<file path="config.mk">
export PLATFORM = sky130hd
export DESIGN_NAME = uam_core
export DESIGN_NICKNAME = d
export VERILOG_FILES = /design/src/verilog/uam_pkg.sv /design/src/verilog/uam_core.sv
export SDC_FILE = /design/constraint.sdc
export NUM_CORES = 1
export LEC_CHECK = 0
export BUFFER_PORTS_ARGS = -buffer_cell sky130_fd_sc_hd__buf_2
export CELL_PAD_IN_SITES_DETAIL_PLACEMENT = 0
export CELL_PAD_IN_SITES_GLOBAL_PLACEMENT = 1
export CORE_UTILIZATION = 44
export DETAILED_ROUTE_END_ITERATION = 7
export PLACE_DENSITY_LB_ADDON = 0.1
export RECOVER_POWER = 50
export SETUP_SLACK_MARGIN = 0.05
export SLEW_MARGIN = 40
export SYNTH_ARGS = -nofsm -noshare
export SYNTH_HDL_FRONTEND = slang
export SYNTH_SLANG_ARGS = --single-unit
</file>
<file path="constraint.sdc">
create_clock -name clock -period 6.48 [get_ports clock]
set_clock_uncertainty 0.1 [all_clocks]
set_input_delay 0.324 -clock clock [delete_from_list [all_inputs] [get_ports clock]]
set_output_delay 0.324 -clock clock [all_outputs]
set_load 0.02 [all_outputs]
</file>
<file path="src/verilog/uam_pkg.sv">
// shared constants, register map and types of the asynchronous serial port
// assumes one oscillator-rate clock and a plain strobe-based register port
package uam_pkg;

    // register port geometry
    localparam int ADDR_W = 4;
    localparam int DATA_W = 8;

    // register offsets
    localparam logic [ADDR_W-1:0] ADDR_SERIAL_BUFFER = 4'h0;
    localparam logic [ADDR_W-1:0] ADDR_SERIAL_CONTROL = 4'h1;
    localparam logic [ADDR_W-1:0] ADDR_POWER_CONTROL = 4'h2;
    localparam logic [ADDR_W-1:0] ADDR_BAUD_SOURCE = 4'h3;

    // serial_control bit positions
    localparam int CTL_MODE_HI = 7;
    localparam int CTL_MODE_LO = 6;
    localparam int CTL_FILTER = 5;
    localparam int CTL_RX_ENABLE = 4;
    localparam int CTL_TX_NINTH = 3;
    localparam int CTL_RX_NINTH = 2;
    localparam int CTL_TX_DONE = 1;
    localparam int CTL_RX_DONE = 0;

    // power_control and baud_source bit positions
    localparam int PWR_BAUD_DOUBLE = 7;
    localparam int SRC_TX_TIMER = 0;
    localparam int SRC_RX_TIMER = 1;

    // reset values
    localparam logic [DATA_W-1:0] BUFFER_RST = 8'h00;
    localparam logic RESET_BIT = 1'h0;

    // oscillator prescaler moduli giving the 16x tick
    localparam logic [3:0] DIV_MODE0 = 4'hC;
    localparam logic [3:0] DIV_FIXED_SLOW = 4'h4;
    localparam logic [3:0] DIV_FIXED_FAST = 4'h2;
    localparam logic [3:0] PSC_ZERO = 4'h0;
    localparam logic [3:0] PSC_STEP = 4'h1;

    // divide-by-16 bit-time counter
    localparam logic [3:0] CNT_ZERO = 4'h0;
    localparam logic [3:0] CNT_STEP = 4'h1;
    localparam logic [3:0] CNT_LAST = 4'hF;
    localparam logic [3:0] SAMPLE_A = 4'h7;
    localparam logic [3:0] SAMPLE_B = 4'h8;
    localparam logic [3:0] SAMPLE_C = 4'h9;

    // shift register patterns
    localparam logic [8:0] RX_FILL = 9'h1FF;
    localparam logic [8:0] TX_LAST = 9'h001;
    localparam logic [9:0] TX_CLEAR = 10'h000;

    typedef enum logic [1:0] {
        MODE_SHIFT = 2'h0,
        MODE_VAR8 = 2'h1,
        MODE_FIX9 = 2'h2,
        MODE_VAR9 = 2'h3
    } uam_mode_t;

    typedef enum logic [3:0] {
        TX_IDLE = 4'b0001,
        TX_WAIT = 4'b0010,
        TX_START = 4'b0100,
        TX_DATA = 4'b1000
    } uam_tx_state_t;

    typedef enum logic [2:0] {
        RX_HUNT = 3'b001,
        RX_RECV = 3'b010,
        RX_HOLD = 3'b100
    } uam_rx_state_t;

    typedef struct packed {
        logic [ADDR_W-1:0] addr;
        logic [DATA_W-1:0] wdata;
        logic wr;
        logic rd;
    } uam_bus_req_t;

endpackage

</file>
<file path="src/verilog/uam_core.sv">
// asynchronous serial port: 10-bit and 11-bit frames, full duplex
// assumes synchronous pin inputs, timer overflow pulses one cycle wide,
// and a register master that never issues read and write together
//
// Chosen here: the plain strobed port and the address map.
`timescale 1ns/1ps

module uam_core (
    // clock, reset, enable
    input wire logic clock,
    input wire logic rst_b,
    input wire logic clk_en,
    // register port
    input wire uam_pkg::uam_bus_req_t bus_req,
    output logic [uam_pkg::DATA_W-1:0] rd_data,
    // baud sources
    input wire logic timer1_ovf,
    input wire logic timer2_ovf,
    // serial pins
    input wire logic rx_line,
    output logic tx_line,
    // flags
    output logic tx_done_flag,
    output logic rx_done_flag
);

    logic mode_sel_hi;
    logic mode_sel_lo;
    logic multiproc_filter;
    logic rx_enable;
    logic tx_ninth_bit;
    logic rx_ninth_bit;
    logic baud_double;
    logic tx_timer_select;
    logic rx_timer_select;
    logic [uam_pkg::DATA_W-1:0] serial_buffer;

    logic wr_buffer;
    logic wr_control;
    logic wr_power;
    logic wr_source;
    logic [uam_pkg::DATA_W-1:0] next_rd_data;

    uam_pkg::uam_mode_t mode;
    logic async_mode;
    logic nine_bit;

    logic [3:0] psc;
    logic [3:0] psc_mod;
    logic osc_tick;
    logic t1_half;
    logic t1_tick;
    logic tx_tick;
    logic rx_tick;

    uam_pkg::uam_tx_state_t tx_state;
    logic [3:0] tx_cnt;
    logic tx_roll;
    logic [9:0] tx_sr;
    logic tx_first;
    logic tx_set;

    uam_pkg::uam_rx_state_t rx_state;
    logic [3:0] rx_cnt;
    logic [8:0] rx_sr;
    logic rx_prev;
    logic samp_a;
    logic samp_b;
    logic rx_bit;
    logic rx_fall;
    logic rx_accept;
    logic rx_load;

    function automatic logic [7:0] uam_reverse(input logic [7:0] v);
        logic [7:0] r;
        r = 8'h00;
        for (int i = 0; i < 8; i++) begin
            r[i] = v[7-i];
        end
        return r;
    endfunction

    assign mode = uam_pkg::uam_mode_t'({mode_sel_hi, mode_sel_lo});
    assign async_mode = (mode != uam_pkg::MODE_SHIFT);
    assign nine_bit = (mode == uam_pkg::MODE_FIX9) || (mode == uam_pkg::MODE_VAR9);

    // address decode
    always_comb begin
        wr_buffer = 1'b0;
        wr_control = 1'b0;
        wr_power = 1'b0;
        wr_source = 1'b0;
        if (bus_req.addr == uam_pkg::ADDR_SERIAL_BUFFER) begin
            wr_buffer = bus_req.wr;
        end else if (bus_req.addr == uam_pkg::ADDR_SERIAL_CONTROL) begin
            wr_control = bus_req.wr;
        end else if (bus_req.addr == uam_pkg::ADDR_POWER_CONTROL) begin
            wr_power = bus_req.wr;
        end else if (bus_req.addr == uam_pkg::ADDR_BAUD_SOURCE) begin
            wr_source = bus_req.wr;
        end
    end

    always_comb begin
        next_rd_data = '0;
        if (bus_req.addr == uam_pkg::ADDR_SERIAL_BUFFER) begin
            next_rd_data = serial_buffer;
        end else if (bus_req.addr == uam_pkg::ADDR_SERIAL_CONTROL) begin
            next_rd_data[uam_pkg::CTL_MODE_HI] = mode_sel_hi;
            next_rd_data[uam_pkg::CTL_MODE_LO] = mode_sel_lo;
            next_rd_data[uam_pkg::CTL_FILTER] = multiproc_filter;
            next_rd_data[uam_pkg::CTL_RX_ENABLE] = rx_enable;
            next_rd_data[uam_pkg::CTL_TX_NINTH] = tx_ninth_bit;
            next_rd_data[uam_pkg::CTL_RX_NINTH] = rx_ninth_bit;
            next_rd_data[uam_pkg::CTL_TX_DONE] = tx_done_flag;
            next_rd_data[uam_pkg::CTL_RX_DONE] = rx_done_flag;
        end else if (bus_req.addr == uam_pkg::ADDR_POWER_CONTROL) begin
            next_rd_data[uam_pkg::PWR_BAUD_DOUBLE] = baud_double;
        end else if (bus_req.addr == uam_pkg::ADDR_BAUD_SOURCE) begin
            next_rd_data[uam_pkg::SRC_TX_TIMER] = tx_timer_select;
            next_rd_data[uam_pkg::SRC_RX_TIMER] = rx_timer_select;
        end
    end

    always_ff @(posedge clock) begin
        if (!rst_b) begin
            rd_data <= '0;
        end else if (clk_en) begin
            if (bus_req.rd) begin
                rd_data <= next_rd_data;
            end else begin
                rd_data <= '0;
            end
        end
    end

    // plain software-owned control bits
    always_ff @(posedge clock) begin
        if (!rst_b) begin
            mode_sel_hi <= uam_pkg::RESET_BIT;
            mode_sel_lo <= uam_pkg::RESET_BIT;
            multiproc_filter <= uam_pkg::RESET_BIT;
            rx_enable <= uam_pkg::RESET_BIT;
            tx_ninth_bit <= uam_pkg::RESET_BIT;
            baud_double <= uam_pkg::RESET_BIT;
            tx_timer_select <= uam_pkg::RESET_BIT;
            rx_timer_select <= uam_pkg::RESET_BIT;
        end else if (clk_en) begin
            if (wr_control) begin
                mode_sel_hi <= bus_req.wdata[uam_pkg::CTL_MODE_HI];
                mode_sel_lo <= bus_req.wdata[uam_pkg::CTL_MODE_LO];
                multiproc_filter <= bus_req.wdata[uam_pkg::CTL_FILTER];
                rx_enable <= bus_req.wdata[uam_pkg::CTL_RX_ENABLE];
                tx_ninth_bit <= bus_req.wdata[uam_pkg::CTL_TX_NINTH];
            end
            if (wr_power) begin
                baud_double <= bus_req.wdata[uam_pkg::PWR_BAUD_DOUBLE];
            end
            if (wr_source) begin
                tx_timer_select <= bus_req.wdata[uam_pkg::SRC_TX_TIMER];
                rx_timer_select <= bus_req.wdata[uam_pkg::SRC_RX_TIMER];
            end
        end
    end

    // hardware-set flags: a set in the same cycle as a software write wins
    always_ff @(posedge clock) begin
        if (!rst_b) begin
            tx_done_flag <= uam_pkg::RESET_BIT;
        end else if (clk_en) begin
            if (tx_set) begin
                tx_done_flag <= 1'b1;
            end else if (wr_control) begin
                tx_done_flag <= bus_req.wdata[uam_pkg::CTL_TX_DONE];
            end
        end
    end

    always_ff @(posedge clock) begin
        if (!rst_b) begin
            rx_done_flag <= uam_pkg::RESET_BIT;
            rx_ninth_bit <= uam_pkg::RESET_BIT;
            serial_buffer <= uam_pkg::BUFFER_RST;
        end else if (clk_en) begin
            if (rx_load) begin
                rx_done_flag <= 1'b1;
                rx_ninth_bit <= rx_bit;
                serial_buffer <= uam_reverse(rx_sr[7:0]);
            end else if (wr_control) begin
                rx_done_flag <= bus_req.wdata[uam_pkg::CTL_RX_DONE];
                rx_ninth_bit <= bus_req.wdata[uam_pkg::CTL_RX_NINTH];
            end
        end
    end

    // 16x tick generation
    always_comb begin
        if (mode == uam_pkg::MODE_SHIFT) begin
            psc_mod = uam_pkg::DIV_MODE0;
        end else if (baud_double) begin
            psc_mod = uam_pkg::DIV_FIXED_FAST;
        end else begin
            psc_mod = uam_pkg::DIV_FIXED_SLOW;
        end
    end

    assign osc_tick = (psc == psc_mod - uam_pkg::PSC_STEP);

    always_ff @(posedge clock) begin
        if (!rst_b) begin
            psc <= uam_pkg::PSC_ZERO;
        end else if (clk_en) begin
            // a modulus change mid-count can overshoot; the wrap guard recovers it
            if (osc_tick || psc >= psc_mod) begin
                psc <= uam_pkg::PSC_ZERO;
            end else begin
                psc <= psc + uam_pkg::PSC_STEP;
            end
        end
    end

    always_ff @(posedge clock) begin
        if (!rst_b) begin
            t1_half <= uam_pkg::RESET_BIT;
        end else if (clk_en && timer1_ovf) begin
            t1_half <= !t1_half;
        end
    end

    // without doubling, every second timer 1 overflow makes one 16x tick
    assign t1_tick = timer1_ovf && (baud_double || t1_half);
    assign tx_tick = (mode == uam_pkg::MODE_FIX9) ? osc_tick :
                     (tx_timer_select ? timer2_ovf : t1_tick);
    assign rx_tick = (mode == uam_pkg::MODE_FIX9) ? osc_tick :
                     (rx_timer_select ? timer2_ovf : t1_tick);

    // transmitter bit-time counter runs free
    always_ff @(posedge clock) begin
        if (!rst_b) begin
            tx_cnt <= uam_pkg::CNT_ZERO;
        end else if (clk_en && tx_tick) begin
            tx_cnt <= tx_cnt + uam_pkg::CNT_STEP;
        end
    end

    assign tx_roll = tx_tick && (tx_cnt == uam_pkg::CNT_LAST);

    // transmitter; a new buffer write in an asynchronous mode restarts any frame in flight
    always_ff @(posedge clock) begin
        if (!rst_b) begin
            tx_state <= uam_pkg::TX_IDLE;
            tx_sr <= uam_pkg::TX_CLEAR;
            tx_first <= 1'b0;
            tx_line <= 1'b1;
            tx_set <= 1'b0;
        end else if (clk_en) begin
            tx_set <= 1'b0;
            if (wr_buffer && async_mode) begin
                tx_sr <= {1'b0, (nine_bit ? tx_ninth_bit : 1'b1), bus_req.wdata};
                tx_state <= uam_pkg::TX_WAIT;
                tx_line <= 1'b1;
            end else if (tx_roll) begin
                case (tx_state)
                    uam_pkg::TX_WAIT: begin
                        tx_state <= uam_pkg::TX_START;
                        tx_line <= 1'b0;
                    end
                    uam_pkg::TX_START: begin
                        tx_state <= uam_pkg::TX_DATA;
                        tx_line <= tx_sr[0];
                        tx_first <= 1'b1;
                    end
                    uam_pkg::TX_DATA: begin
                        if (!tx_first && tx_sr[9:1] == uam_pkg::TX_LAST) begin
                            tx_sr <= {1'b0, tx_sr[9:1]};
                            tx_line <= 1'b1;
                            tx_state <= uam_pkg::TX_IDLE;
                            tx_set <= 1'b1;
                        end else begin
                            // stop enters just left of the ninth bit, so no stray zero follows it
                            tx_sr <= {1'b0, tx_sr[9] | (tx_first && nine_bit), tx_sr[8:1]};
                            tx_line <= tx_sr[1];
                            tx_first <= 1'b0;
                        end
                    end
                    default: begin
                        tx_line <= 1'b1;
                    end
                endcase
            end
        end
    end

    // receiver
    assign rx_fall = rx_tick && rx_prev && !rx_line;
    assign rx_bit = (samp_a & samp_b) | (samp_a & rx_line) | (samp_b & rx_line);
    assign rx_accept = !rx_done_flag && (!multiproc_filter || rx_bit);
    assign rx_load = (rx_state == uam_pkg::RX_RECV) && rx_tick && (rx_cnt == uam_pkg::SAMPLE_C) &&
                     !rx_sr[8] && rx_accept;

    always_ff @(posedge clock) begin
        if (!rst_b) begin
            rx_prev <= 1'b1;
        end else if (clk_en && rx_tick) begin
            rx_prev <= rx_line;
        end
    end

    always_ff @(posedge clock) begin
        if (!rst_b) begin
            samp_a <= 1'b1;
            samp_b <= 1'b1;
        end else if (clk_en && rx_tick) begin
            if (rx_cnt == uam_pkg::SAMPLE_A) begin
                samp_a <= rx_line;
            end
            if (rx_cnt == uam_pkg::SAMPLE_B) begin
                samp_b <= rx_line;
            end
        end
    end

    always_ff @(posedge clock) begin
        if (!rst_b) begin
            rx_state <= uam_pkg::RX_HUNT;
            rx_cnt <= uam_pkg::CNT_ZERO;
            rx_sr <= uam_pkg::RX_FILL;
        end else if (clk_en) begin
            case (rx_state)
                uam_pkg::RX_HUNT: begin
                    if (rx_fall && rx_enable && async_mode) begin
                        rx_sr <= uam_pkg::RX_FILL;
                        rx_cnt <= uam_pkg::CNT_ZERO;
                        rx_state <= uam_pkg::RX_RECV;
                    end
                end
                uam_pkg::RX_RECV: begin
                    if (rx_tick) begin
                        rx_cnt <= rx_cnt + uam_pkg::CNT_STEP;
                        if (rx_cnt == uam_pkg::SAMPLE_C) begin
                            if (rx_sr == uam_pkg::RX_FILL && rx_bit) begin
                                rx_state <= uam_pkg::RX_HUNT;
                            end else if (!rx_sr[8]) begin
                                rx_sr <= {rx_sr[7:0], rx_bit};
                                // mode 1 hunts at once; 9-bit modes wait out the stop bit
                                rx_state <= nine_bit ? uam_pkg::RX_HOLD : uam_pkg::RX_HUNT;
                            end else begin
                                rx_sr <= {rx_sr[7:0], rx_bit};
                            end
                        end
                    end
                end
                uam_pkg::RX_HOLD: begin
                    if (rx_tick) begin
                        rx_cnt <= rx_cnt + uam_pkg::CNT_STEP;
                        if (rx_cnt == uam_pkg::SAMPLE_C) begin
                            rx_state <= uam_pkg::RX_HUNT;
                        end
                    end
                end
                default: begin
                    rx_state <= uam_pkg::RX_HUNT;
                end
            endcase
        end
    end

endmodule

</file>
# Word level (Yosys, flattened, before mapping)
# Index checks and enable logic that the tools add are counted.
# W data, S select, Z words.
[op_classes]
reduce_logical = 55
addsub = 4
n_eq_ne = 28
bitwise_logic = 7
magnitude_cmp = 1
n_mux = 67
[op_table]
columns = ["op", "n"]
rows = [
  ["$mux W9", 5],
  ["$mux W1", 31],
  ["$mux W10", 3],
  ["$mux W4", 7],
  ["$mux W3", 9],
  ["$logic_and A1 B1 Y1", 18],
  ["$pmux W9 S2", 1],
  ["$reduce_and A2 Y1", 9],
  ["$eq A4 B4 Y1 const B", 4],
  ["$mux W8", 2],
  ["$reduce_bool A2 Y1", 8],
  ["$add A4 B1 Y4 const B", 3],
  ["$eq A4 B2 Y1 const B", 3],
  ["$ne A2 B2 Y1 const B", 6],
  ["$pmux W4 S3", 1],
  ["$eq A9 B1 Y1 const B", 1],
  ["$eq A9 B9 Y1 const B", 1],
  ["$pmux W3 S3", 1],
  ["$eq A4 B3 Y1 const B", 2],
  ["$pmux W4 S2", 1],
  ["$reduce_and A4 Y1", 2],
  ["$reduce_and A7 Y1", 1],
  ["$logic_not A1 Y1", 6],
  ["$mux W2", 3],
  ["25 further kinds", 34],
]
[word_totals]
output_inout_bits = 11
in_bits = 20
wordCells = 189
regBits = 72

# Longest topological paths before layout
# Gate-level depths: netlist (run 1).
[depth]
depth_word = 11
mapped_depth = 11

# Least setup slack after synthesis (run 1)
# OpenSTA, ideal clock, no wires.
[synth_path]
path_kind = "register to register"
start = "register mode_sel_hi"
end = "register samp_a"
stages_incl_launch_ff = 11
path_slack_ps = 3509
n_path_buf = 1
arrival_ps = 2745
synth_period_minus_slack_ps = 2971
cell_sequence = "dfxtp_1 buf_2 nor2_1 nor2_1 ha_1 or3b_1 or3_4 o21a_4 or4_4 mux2i_1 nand2_1"
[synth_via]
elab_chain_cells = 7
word_cells_on_any_way = 8
cone_classes = "1 x add/sub; 2 x eq/ne; 2 x mux; 3 x reduce/logical"
[synth_rtl]
columns = ["item", "line", "source"]
rows = [
  ["start, declared", "uam_core.sv:27", "logic mode_sel_hi;"],
  ["start signal, assigned", "uam_core.sv:140", "mode_sel_hi <= uam_pkg::RESET_BIT;"],
  ["start signal, assigned", "uam_core.sv:150", "mode_sel_hi <= bus_req.wdata[uam_pkg::CTL_MODE_HI];"],
  ["$logic_not A2 Y1", "uam_core.sv:198", "if (mode == uam_pkg::MODE_SHIFT) begin"],
  ["$mux W4", "uam_core.sv:198", ""],
  ["$sub A4 B1 Y4", "uam_core.sv:207", "assign osc_tick = (psc == psc_mod - uam_pkg::PSC_STEP);"],
  ["$eq A4 B4 Y1", "uam_core.sv:207", ""],
  ["$mux W1 (*)", "uam_core.sv:234", "assign rx_tick = (mode == uam_pkg::MODE_FIX9) ? osc_tick :"],
  ["$logic_and A1 B1 Y1 (*)", "uam_core.sv:313", "end else if (clk_en && rx_tick) begin"],
  ["$reduce_and A2 Y1 (no source line) (*)", "n/a", ""],
  ["end signal, assigned", "uam_core.sv:315", "samp_a <= rx_line;"],
  ["end, declared", "uam_core.sv:67", "logic samp_a;"],
]
# Mark *: on every way between the ends. The rest lies on a longest branch, timed or not.
# A chain may end at the register's enable or synchronous reset.

==> results of run 1 <==
==> flip-flops by register name, summed over array words and instances, names as in the netlist, 3 cells and up <==
signal and flops:
rx_sr 9, rd_data 8, psc 4, serial_buffer 8, tx_sr 9, tx_state 4
rx_cnt 4, tx_cnt 4, rx_state 3
==> routing by layer <==
layer	vias up	track usage (%)
met1	1464	27.7
met2	44	36.3
met5	-	0
met3	5	4.39
met4	0	6.54
li1	1577	-
==> where the power goes <==
part	leakage [nW]	switching, mW	internal, mW
combinational	0.841	0.0292	0.0133
sequential	0.573	0.00330	0.439
clock	0.0964	0.187	0.182
total	1.51	0.220	0.634
==> worst max-delay path, delay by kind of cell <==
kind / cells / cell delay, ps
buffers and inverters: 2 / 2580
AOI/OAI and AO/OA: 1 / 90
and+or+nand+nor: 1 / 960
==> cells in the final DEF (no fill, tap or decap), drive strengths merged, types with 5 or more instances in the layout <==
cell and count:
dfxtp 71, nor2 69, mux2i 34, nand2 33, a21oi 26, o21ai 25, clkbuf 22, buf 18
nor3 16, nand3 13, inv 13, a211oi 9, ha 8, xor2 7, nand2b 7, nand4 7
nor2b 5, nor4 5, or3 5
==> cell type report <==
type / count / share of cell area (%)
multi-input cells: 326 / 51.6
repair buffers: 31 / 3.61
clock buffers: 9 / 3.08
clock inverters: 7 / 1.99
flip-flops and latches: 71 / 35.4
well taps: 102 / 3.18
inverters: 12 / 1.15
==> cells by family after synthesis <==
logic type | share of synthesized area (%)
compound gates | 16.7
xor+xnor | 2.40
fa+ha+maj | 3.02
buf+inv | 4.11
flops | 38.9
mux | 9.63
simple gates | 25.2
==> stage by stage <==
stage	power [mW]	cell area, um^2	util (%)	hold slack, ps	worst slack [ps]
2_1_floorplan	0.479	3650	-	343	3510
3_3_place_gp	0.496	3820	48.5	354	3050
3_5_place_dp	0.496	3820	48.5	359	2930
4_1_cts	0.864	4030	51.1	132	2900
5_1_grt	0.886	4020	50.9	145	2260
6_report	0.854	4020	50.9	134	2690
==> cells in the mapped netlist, types with 5 or more instances <==
master / number / share of area, %
nand4_1: 7 / 1.2
mux2i_1: 34 / 9.3
nor2b_1: 5 / 0.86
nand2b_1: 7 / 1.2
a21oi_1: 25 / 3.4
xor2_1: 7 / 1.7
nor2_1: 68 / 7.0
nand3_1: 13 / 1.8
a211oi_1: 8 / 1.6
inv_1: 11 / 1.1
nor3_1: 15 / 2.1
nand2_1: 33 / 3.4
nor4_1: 5 / 0.86
clkbuf_1: 19 / 2.0
ha_1: 8 / 2.7
dfxtp_1: 71 / 39
o21ai_0: 24 / 3.3
==> final timing paths <==
kind                                     end  slack, ps  depth (start not counted)
worst max-delay path               rx_cnt[3]       2690                          4
worst min-delay path               rx_enable        130                          3
worst max register to register  rx_ninth_bit       2860                          9
worst min register to register    rd_data[7]        370                          2
==> qor.yml, run 1 <==
final_layout:
  multi_input_area_mm2: 0.00207
  insertedDiodeCount: 0
  synthToLayoutAreaGrowth_pct: 10.0
  drive_gt1_share_pct: 10.7
  regArea_mm2: 0.00142
  fill_cells: 781
  fin_cells: 558
  nets: 479
routing:
  dr.pass1.iters: 6
  totalWireLength_um: 8650
  m1WireLength_um: 4250
  drt-wirelength-per-cell_um: 15.5
  dr_wl_met2_um: 4120
  vias: 3090
  wl_met3_um: 215
  top_layer_used: "met4"
  drc_errors: 0
  vias_per_cell: 5.54
  drt-initial-drc-count: 72
  ant_nets: 0
grt:
  grt_max_degree: 47
  antenna_found_initial: 0
  grt_pass1_wl_um: 14400
  grt_pass1_vias: 2909
  grt.overflow.total: 0
  grt_use_total_pct: 21.5
synth:
  ys.flop_type: "dfxtp_1"
  synthDistinctLibCells: 64
  synth_edf_count: 0
  syn_inst: 434
  syn-num-nets: 462
  yosysSeqAreaShare_pct: 38.9
  syn_area_per_cell_um2: 8.41
  yosysWarnings: 0
  ys_ff_latch: 71
  syn_area_mm2: 0.00365
  synthArstFlopShare_pct: 0
cts:
  cts_setup_buffers: 0
  clkLatencyLatePin_ps: 350
  clkSinkCount: 71
  htreeDepth: 3
  cts_buffers: 9
  ctsHoldBuffers: 0
  post_cts_resized: 0
  cts_buffer_depth: 2
  root_buffer: "clkbuf_8"
  path_clk_slew_ps: 80
  cts_tree: "built"
placed_design:
  gp_congestion: 0.748
  placed_cells: 541
  dp_hpwl_um: 6150
  portBuffers: 30
floorplan:
  start_util_pct: 46.3
  num_io_pins: 31
  fp.dieArea_mm2: 0.00867
  core_mm2: 0.00789
  die_h_um: 93.1
  die_x_um: 93.1
  fp-row-count: 32
sta:
  slew_headroom_pct: -12.4
  clock.fmax_mhz: 264
  fin_setup_tns_ps: 0
  tightest_slew_ps: 1680
  setup_viol: 0
  hold_viol_final: 0
  rsz0062_at_grt: "false"
  slew_violations: 47
  period_needed_ps: 3790
  min_period_over_period_pct: 58.6
worst_setup_path:
  critPathMaxStageDelay_ps: 1750
  critPathRequiredTime_ps: 6660
  worstSetupPathType: "primary input to flop"
  end_kind: "flop"
  worst_setup_path_start_kind: "primary input"
  slowest_stage: "clkinvlp_2"
  cp_cell_sequence: "clkbuf_1 -> clkinvlp_2 -> or4_1 -> o21ai_0"
  critPathArrivalTime_ps: 3970
  r2r_start: "mode_sel_hi"
  crit_fanout: 46
  setup.worst_path.start: "rst_b"
pwr:
  ir_worst_vdd_v: 0.000114
  p_leak_nw: 1.51
  p_per_area_mw_per_mm2: 213
min_path:
  hold_path_startpoint: "bus_req[6]"
  hp-class: "primary input to flop"
outcome:
  violations: "capacitance limit, slew limit"
  status: "finished with violations"
run:
  drv_cap: 1
No activity file was read; power rests on OpenSTA's default activity.
==> inputs of run 2 (changes only) <==
- ABC_AREA: not set -> 1
- clock period: 6.48 -> 3.6 ns (I/O delays scaled with it)
==> run 2 against run 1 <==
  * Register-to-register slack got worse by 2000 ps
  * Clock-buffer cell count rose by 2
  * Highest routed layer unchanged
  * Cell count rose by 20%
  * Clock power rose by 64%
  * The flow now finishes without violations
  * Global-route usage rose by 0.59 points
  * Setup slack got worse by 1800 ps
  * Critical path type is now flop to flop
  * Worst hold slack got worse by 94 ps
  * Critical path depth rose by 7
==> qor.yml, run 2 <==
outcome:
  status: "finished clean"
synth:
  syn_inst: 532  # +23%
  synthDistinctLibCells: 42  # -34%
  yosysWarnings: 0  # unchanged
  syn-num-nets: 560  # +21%
  syn_area_per_cell_um2: 7.16  # -15%
  synth_top_area_share_pct: 37.3  # -1.6 points
  yosysSeqAreaShare_pct: 37.3  # -1.6 points
  yosys-top-cells-count: "nand2_1 (110), dfxtp_1 (71), inv_1 (61)"
  synth_edf_count: 0  # unchanged
  ys.flop_type: "dfxtp_1"
  ys_ff_latch: 71  # unchanged
  syn_area_mm2: 0.00381  # +4.4%
  synth.most_common_cell: "nand2_1"
  synthArstFlopShare_pct: 0  # unchanged
  synth_top_area_cell: "dfxtp_1"
  synth_area_leaders: "dfxtp_1 (37%), nand2_1 (11%), nand3_1 (7.6%)"
floorplan:
  num_io_pins: 31  # unchanged
  start_util_pct: 45.9  # -0.38 points
  fp.dieArea_mm2: 0.00904  # +4.3%
  die_x_um: 95.1  # +2.1%
  die_h_um: 95.1  # +2.1%
  fp-row-count: 33  # +3.1%
  core_mm2: 0.00830  # +5.2%
grt:
  grt_use_total_pct: 22.1  # +0.59 points
  grt.overflow.total: 0  # unchanged
  antenna_found_initial: 0  # unchanged
  grt_pass1_vias: 3085  # +6.1%
  grt_max_degree: 33  # -30%
  grt_pass1_wl_um: 15200  # +5.1%
cts:
  root_buffer: "clkbuf_8"
  cts_buffers: 9  # unchanged
  cts_tree: "built"
  post_cts_resized: 0  # unchanged
  ctsHoldBuffers: 0  # unchanged
  cts_setup_buffers: 0  # unchanged
  htreeDepth: 3  # unchanged
  clkLatencyLatePin_ps: 350  # about the same
  path_clk_slew_ps: 80  # about the same
  clkSinkCount: 71  # unchanged
  cts_buffer_depth: 2  # unchanged
pwr:
  ir_worst_vdd_v: 0.000316  # +180%
  p_leak_nw: 1.68  # +11%
  p_per_area_mw_per_mm2: 529  # +150%
final_layout:
  synthToLayoutAreaGrowth_pct: 9.10
  fill_cells: 855  # +9.5%
  nets: 587  # +23%
  multi_input_area_mm2: 0.00201  # -2.9%
  final_common_cell: "nand2_1"
  final_cell_mix: "nand2_1 (111), dfxtp_1 (71), inv_1 (61)"
  insertedDiodeCount: 0  # unchanged
  regArea_mm2: 0.00142  # unchanged
  reg_top3: "rx_sr: 9 flops, tx_sr: 9 flops"
  drive_gt1_share_pct: 14.2  # +3.4 points
run:
  drv_cap: 0  # -1
worst_setup_path:
  critPathRequiredTime_ps: 3720  # -2940 ps
  worstSetupPathType: "flop to flop"
  r2r_start: "mode_sel_hi"
  end_kind: "flop"
  rrSetupSlack_ps: 870  # -1990 ps
  r2r.worst_path.cells: 11  # +2
  critPathArrivalTime_ps: 2850  # -1120 ps
  worstReg2RegEnd: "rx_sr[2]"
  worst_setup_path_start_kind: "flop"
  crit_fanout: 16  # -65%
routing:
  vias_per_cell: 5.20  # -6.1%
  vias: 3478  # +13%
  ant_nets: 0  # unchanged
  drc_errors: 0  # unchanged
  dr.pass1.iters: 4  # -2
  drt-wirelength-per-cell_um: 14.0  # -9.4%
  drt-initial-drc-count: 210  # +190%
  totalWireLength_um: 9400  # +8.7%
placed_design:
  portBuffers: 30  # unchanged
  dp_hpwl_um: 6760  # +9.8%
  gp_congestion: 0.826  # +10%
min_path:
  hp-class: "primary input to flop"
  whs_endpoint: "tx_timer_select"
  hold_path_startpoint: "bus_req[2]"
  hold_path_depth: 3  # unchanged
sta:
  slew_violations: 0  # -100%
  slew_headroom_pct: 25.7  # +38 points
  clock.fmax_mhz: 367
  hold_viol_final: 0  # unchanged
  min_period_over_period_pct: 75.8
  setup_viol: 0  # unchanged
  period_needed_ps: 2730
  whs_ps: 39.6  # -94.5 ps
  fin_setup_tns_ps: 0  # unchanged
  tightest_slew_ps: 1110  # -563 ps
  rsz0062_at_grt: "false"
## run 2: worst max path at each step
stage / slack (ps) / depth (start not counted) / to / from
after floorplan: 1580 / 11 / rx_state[0] / mode_sel_hi
after global placement: 1270 / 11 / rx_sr[4] / mode_sel_hi
after detailed placement: 1160 / 11 / rx_sr[2] / mode_sel_hi
after CTS: 1150 / 11 / rx_sr[2] / mode_sel_hi
after global routing: 610 / 11 / rx_sr[0] / mode_sel_hi
final: 870 / 11 / rx_sr[2] / mode_sel_hi
## run 2: final cells by class
| cell class | instances | share of cell area, % |
|---|---|---|
| multi-input cells | 377 | 48.4 |
| flip-flops and latches | 71 | 34.2 |
| inverters | 68 | 6.20 |
| clock buffers | 11 | 3.64 |
| repair buffers | 32 | 3.61 |
| well taps | 105 | 3.16 |
| clock inverters | 5 | 0.783 |
## run 2: power by group
group          switching [mW]  total (mW)  internal [mW]
Sequential             0.0891       0.957          0.868
Clock                   0.321       0.606          0.285
Combinational           0.428       0.634          0.206
## run 2: logic make-up (layout without fill, tap and decap cells)
group / after synthesis / in the layout / synth area share (%)
XOR/XNOR: 4 / 4 / 0.919
flip-flops: 71 / 71 / 37.3
AND/OR/NAND/NOR: 262 / 262 / 33.5
buffers and inverters: 84 / 116 / 9.26
AO/OA/AOI/OAI: 103 / 103 / 16.4
adder cells (fa/ha/maj): 8 / 8 / 2.63
## run 2: critical path: stages, from the launching register on
cell and delay [ps]:
dfxtp_1 370, nor2_1 320, nor2_1 80, ha_1 300, nor2_1 140, nand4_1 180, nand2_1 300, nand2_4 90
a21oi_4 410, nand2_4 150, nand2_1 100, nand3_1 70
## run 2: through the flow
stage	instances	area (um^2)	total power [mW]	utilization (%)	worst slack (ps)
6_report	669	4160	2.20	50.1	872
3_5_place_dp	653	4010	1.61	48.3	1160
5_1_grt	669	4160	2.34	50.1	612
2_1_floorplan	532	3810	1.48	-	1580
3_3_place_gp	653	4010	1.60	48.3	1270
4_1_cts	669	4200	2.21	50.6	1150
## run 2: layer usage
metal	wire length [um]	up-vias	GRT usage, %
met4	76	0	5.93
li1	-	1812	-
met3	316	9	4.70
met5	0	-	0
met2	4200	62	34.2
met1	4810	1595	31.1
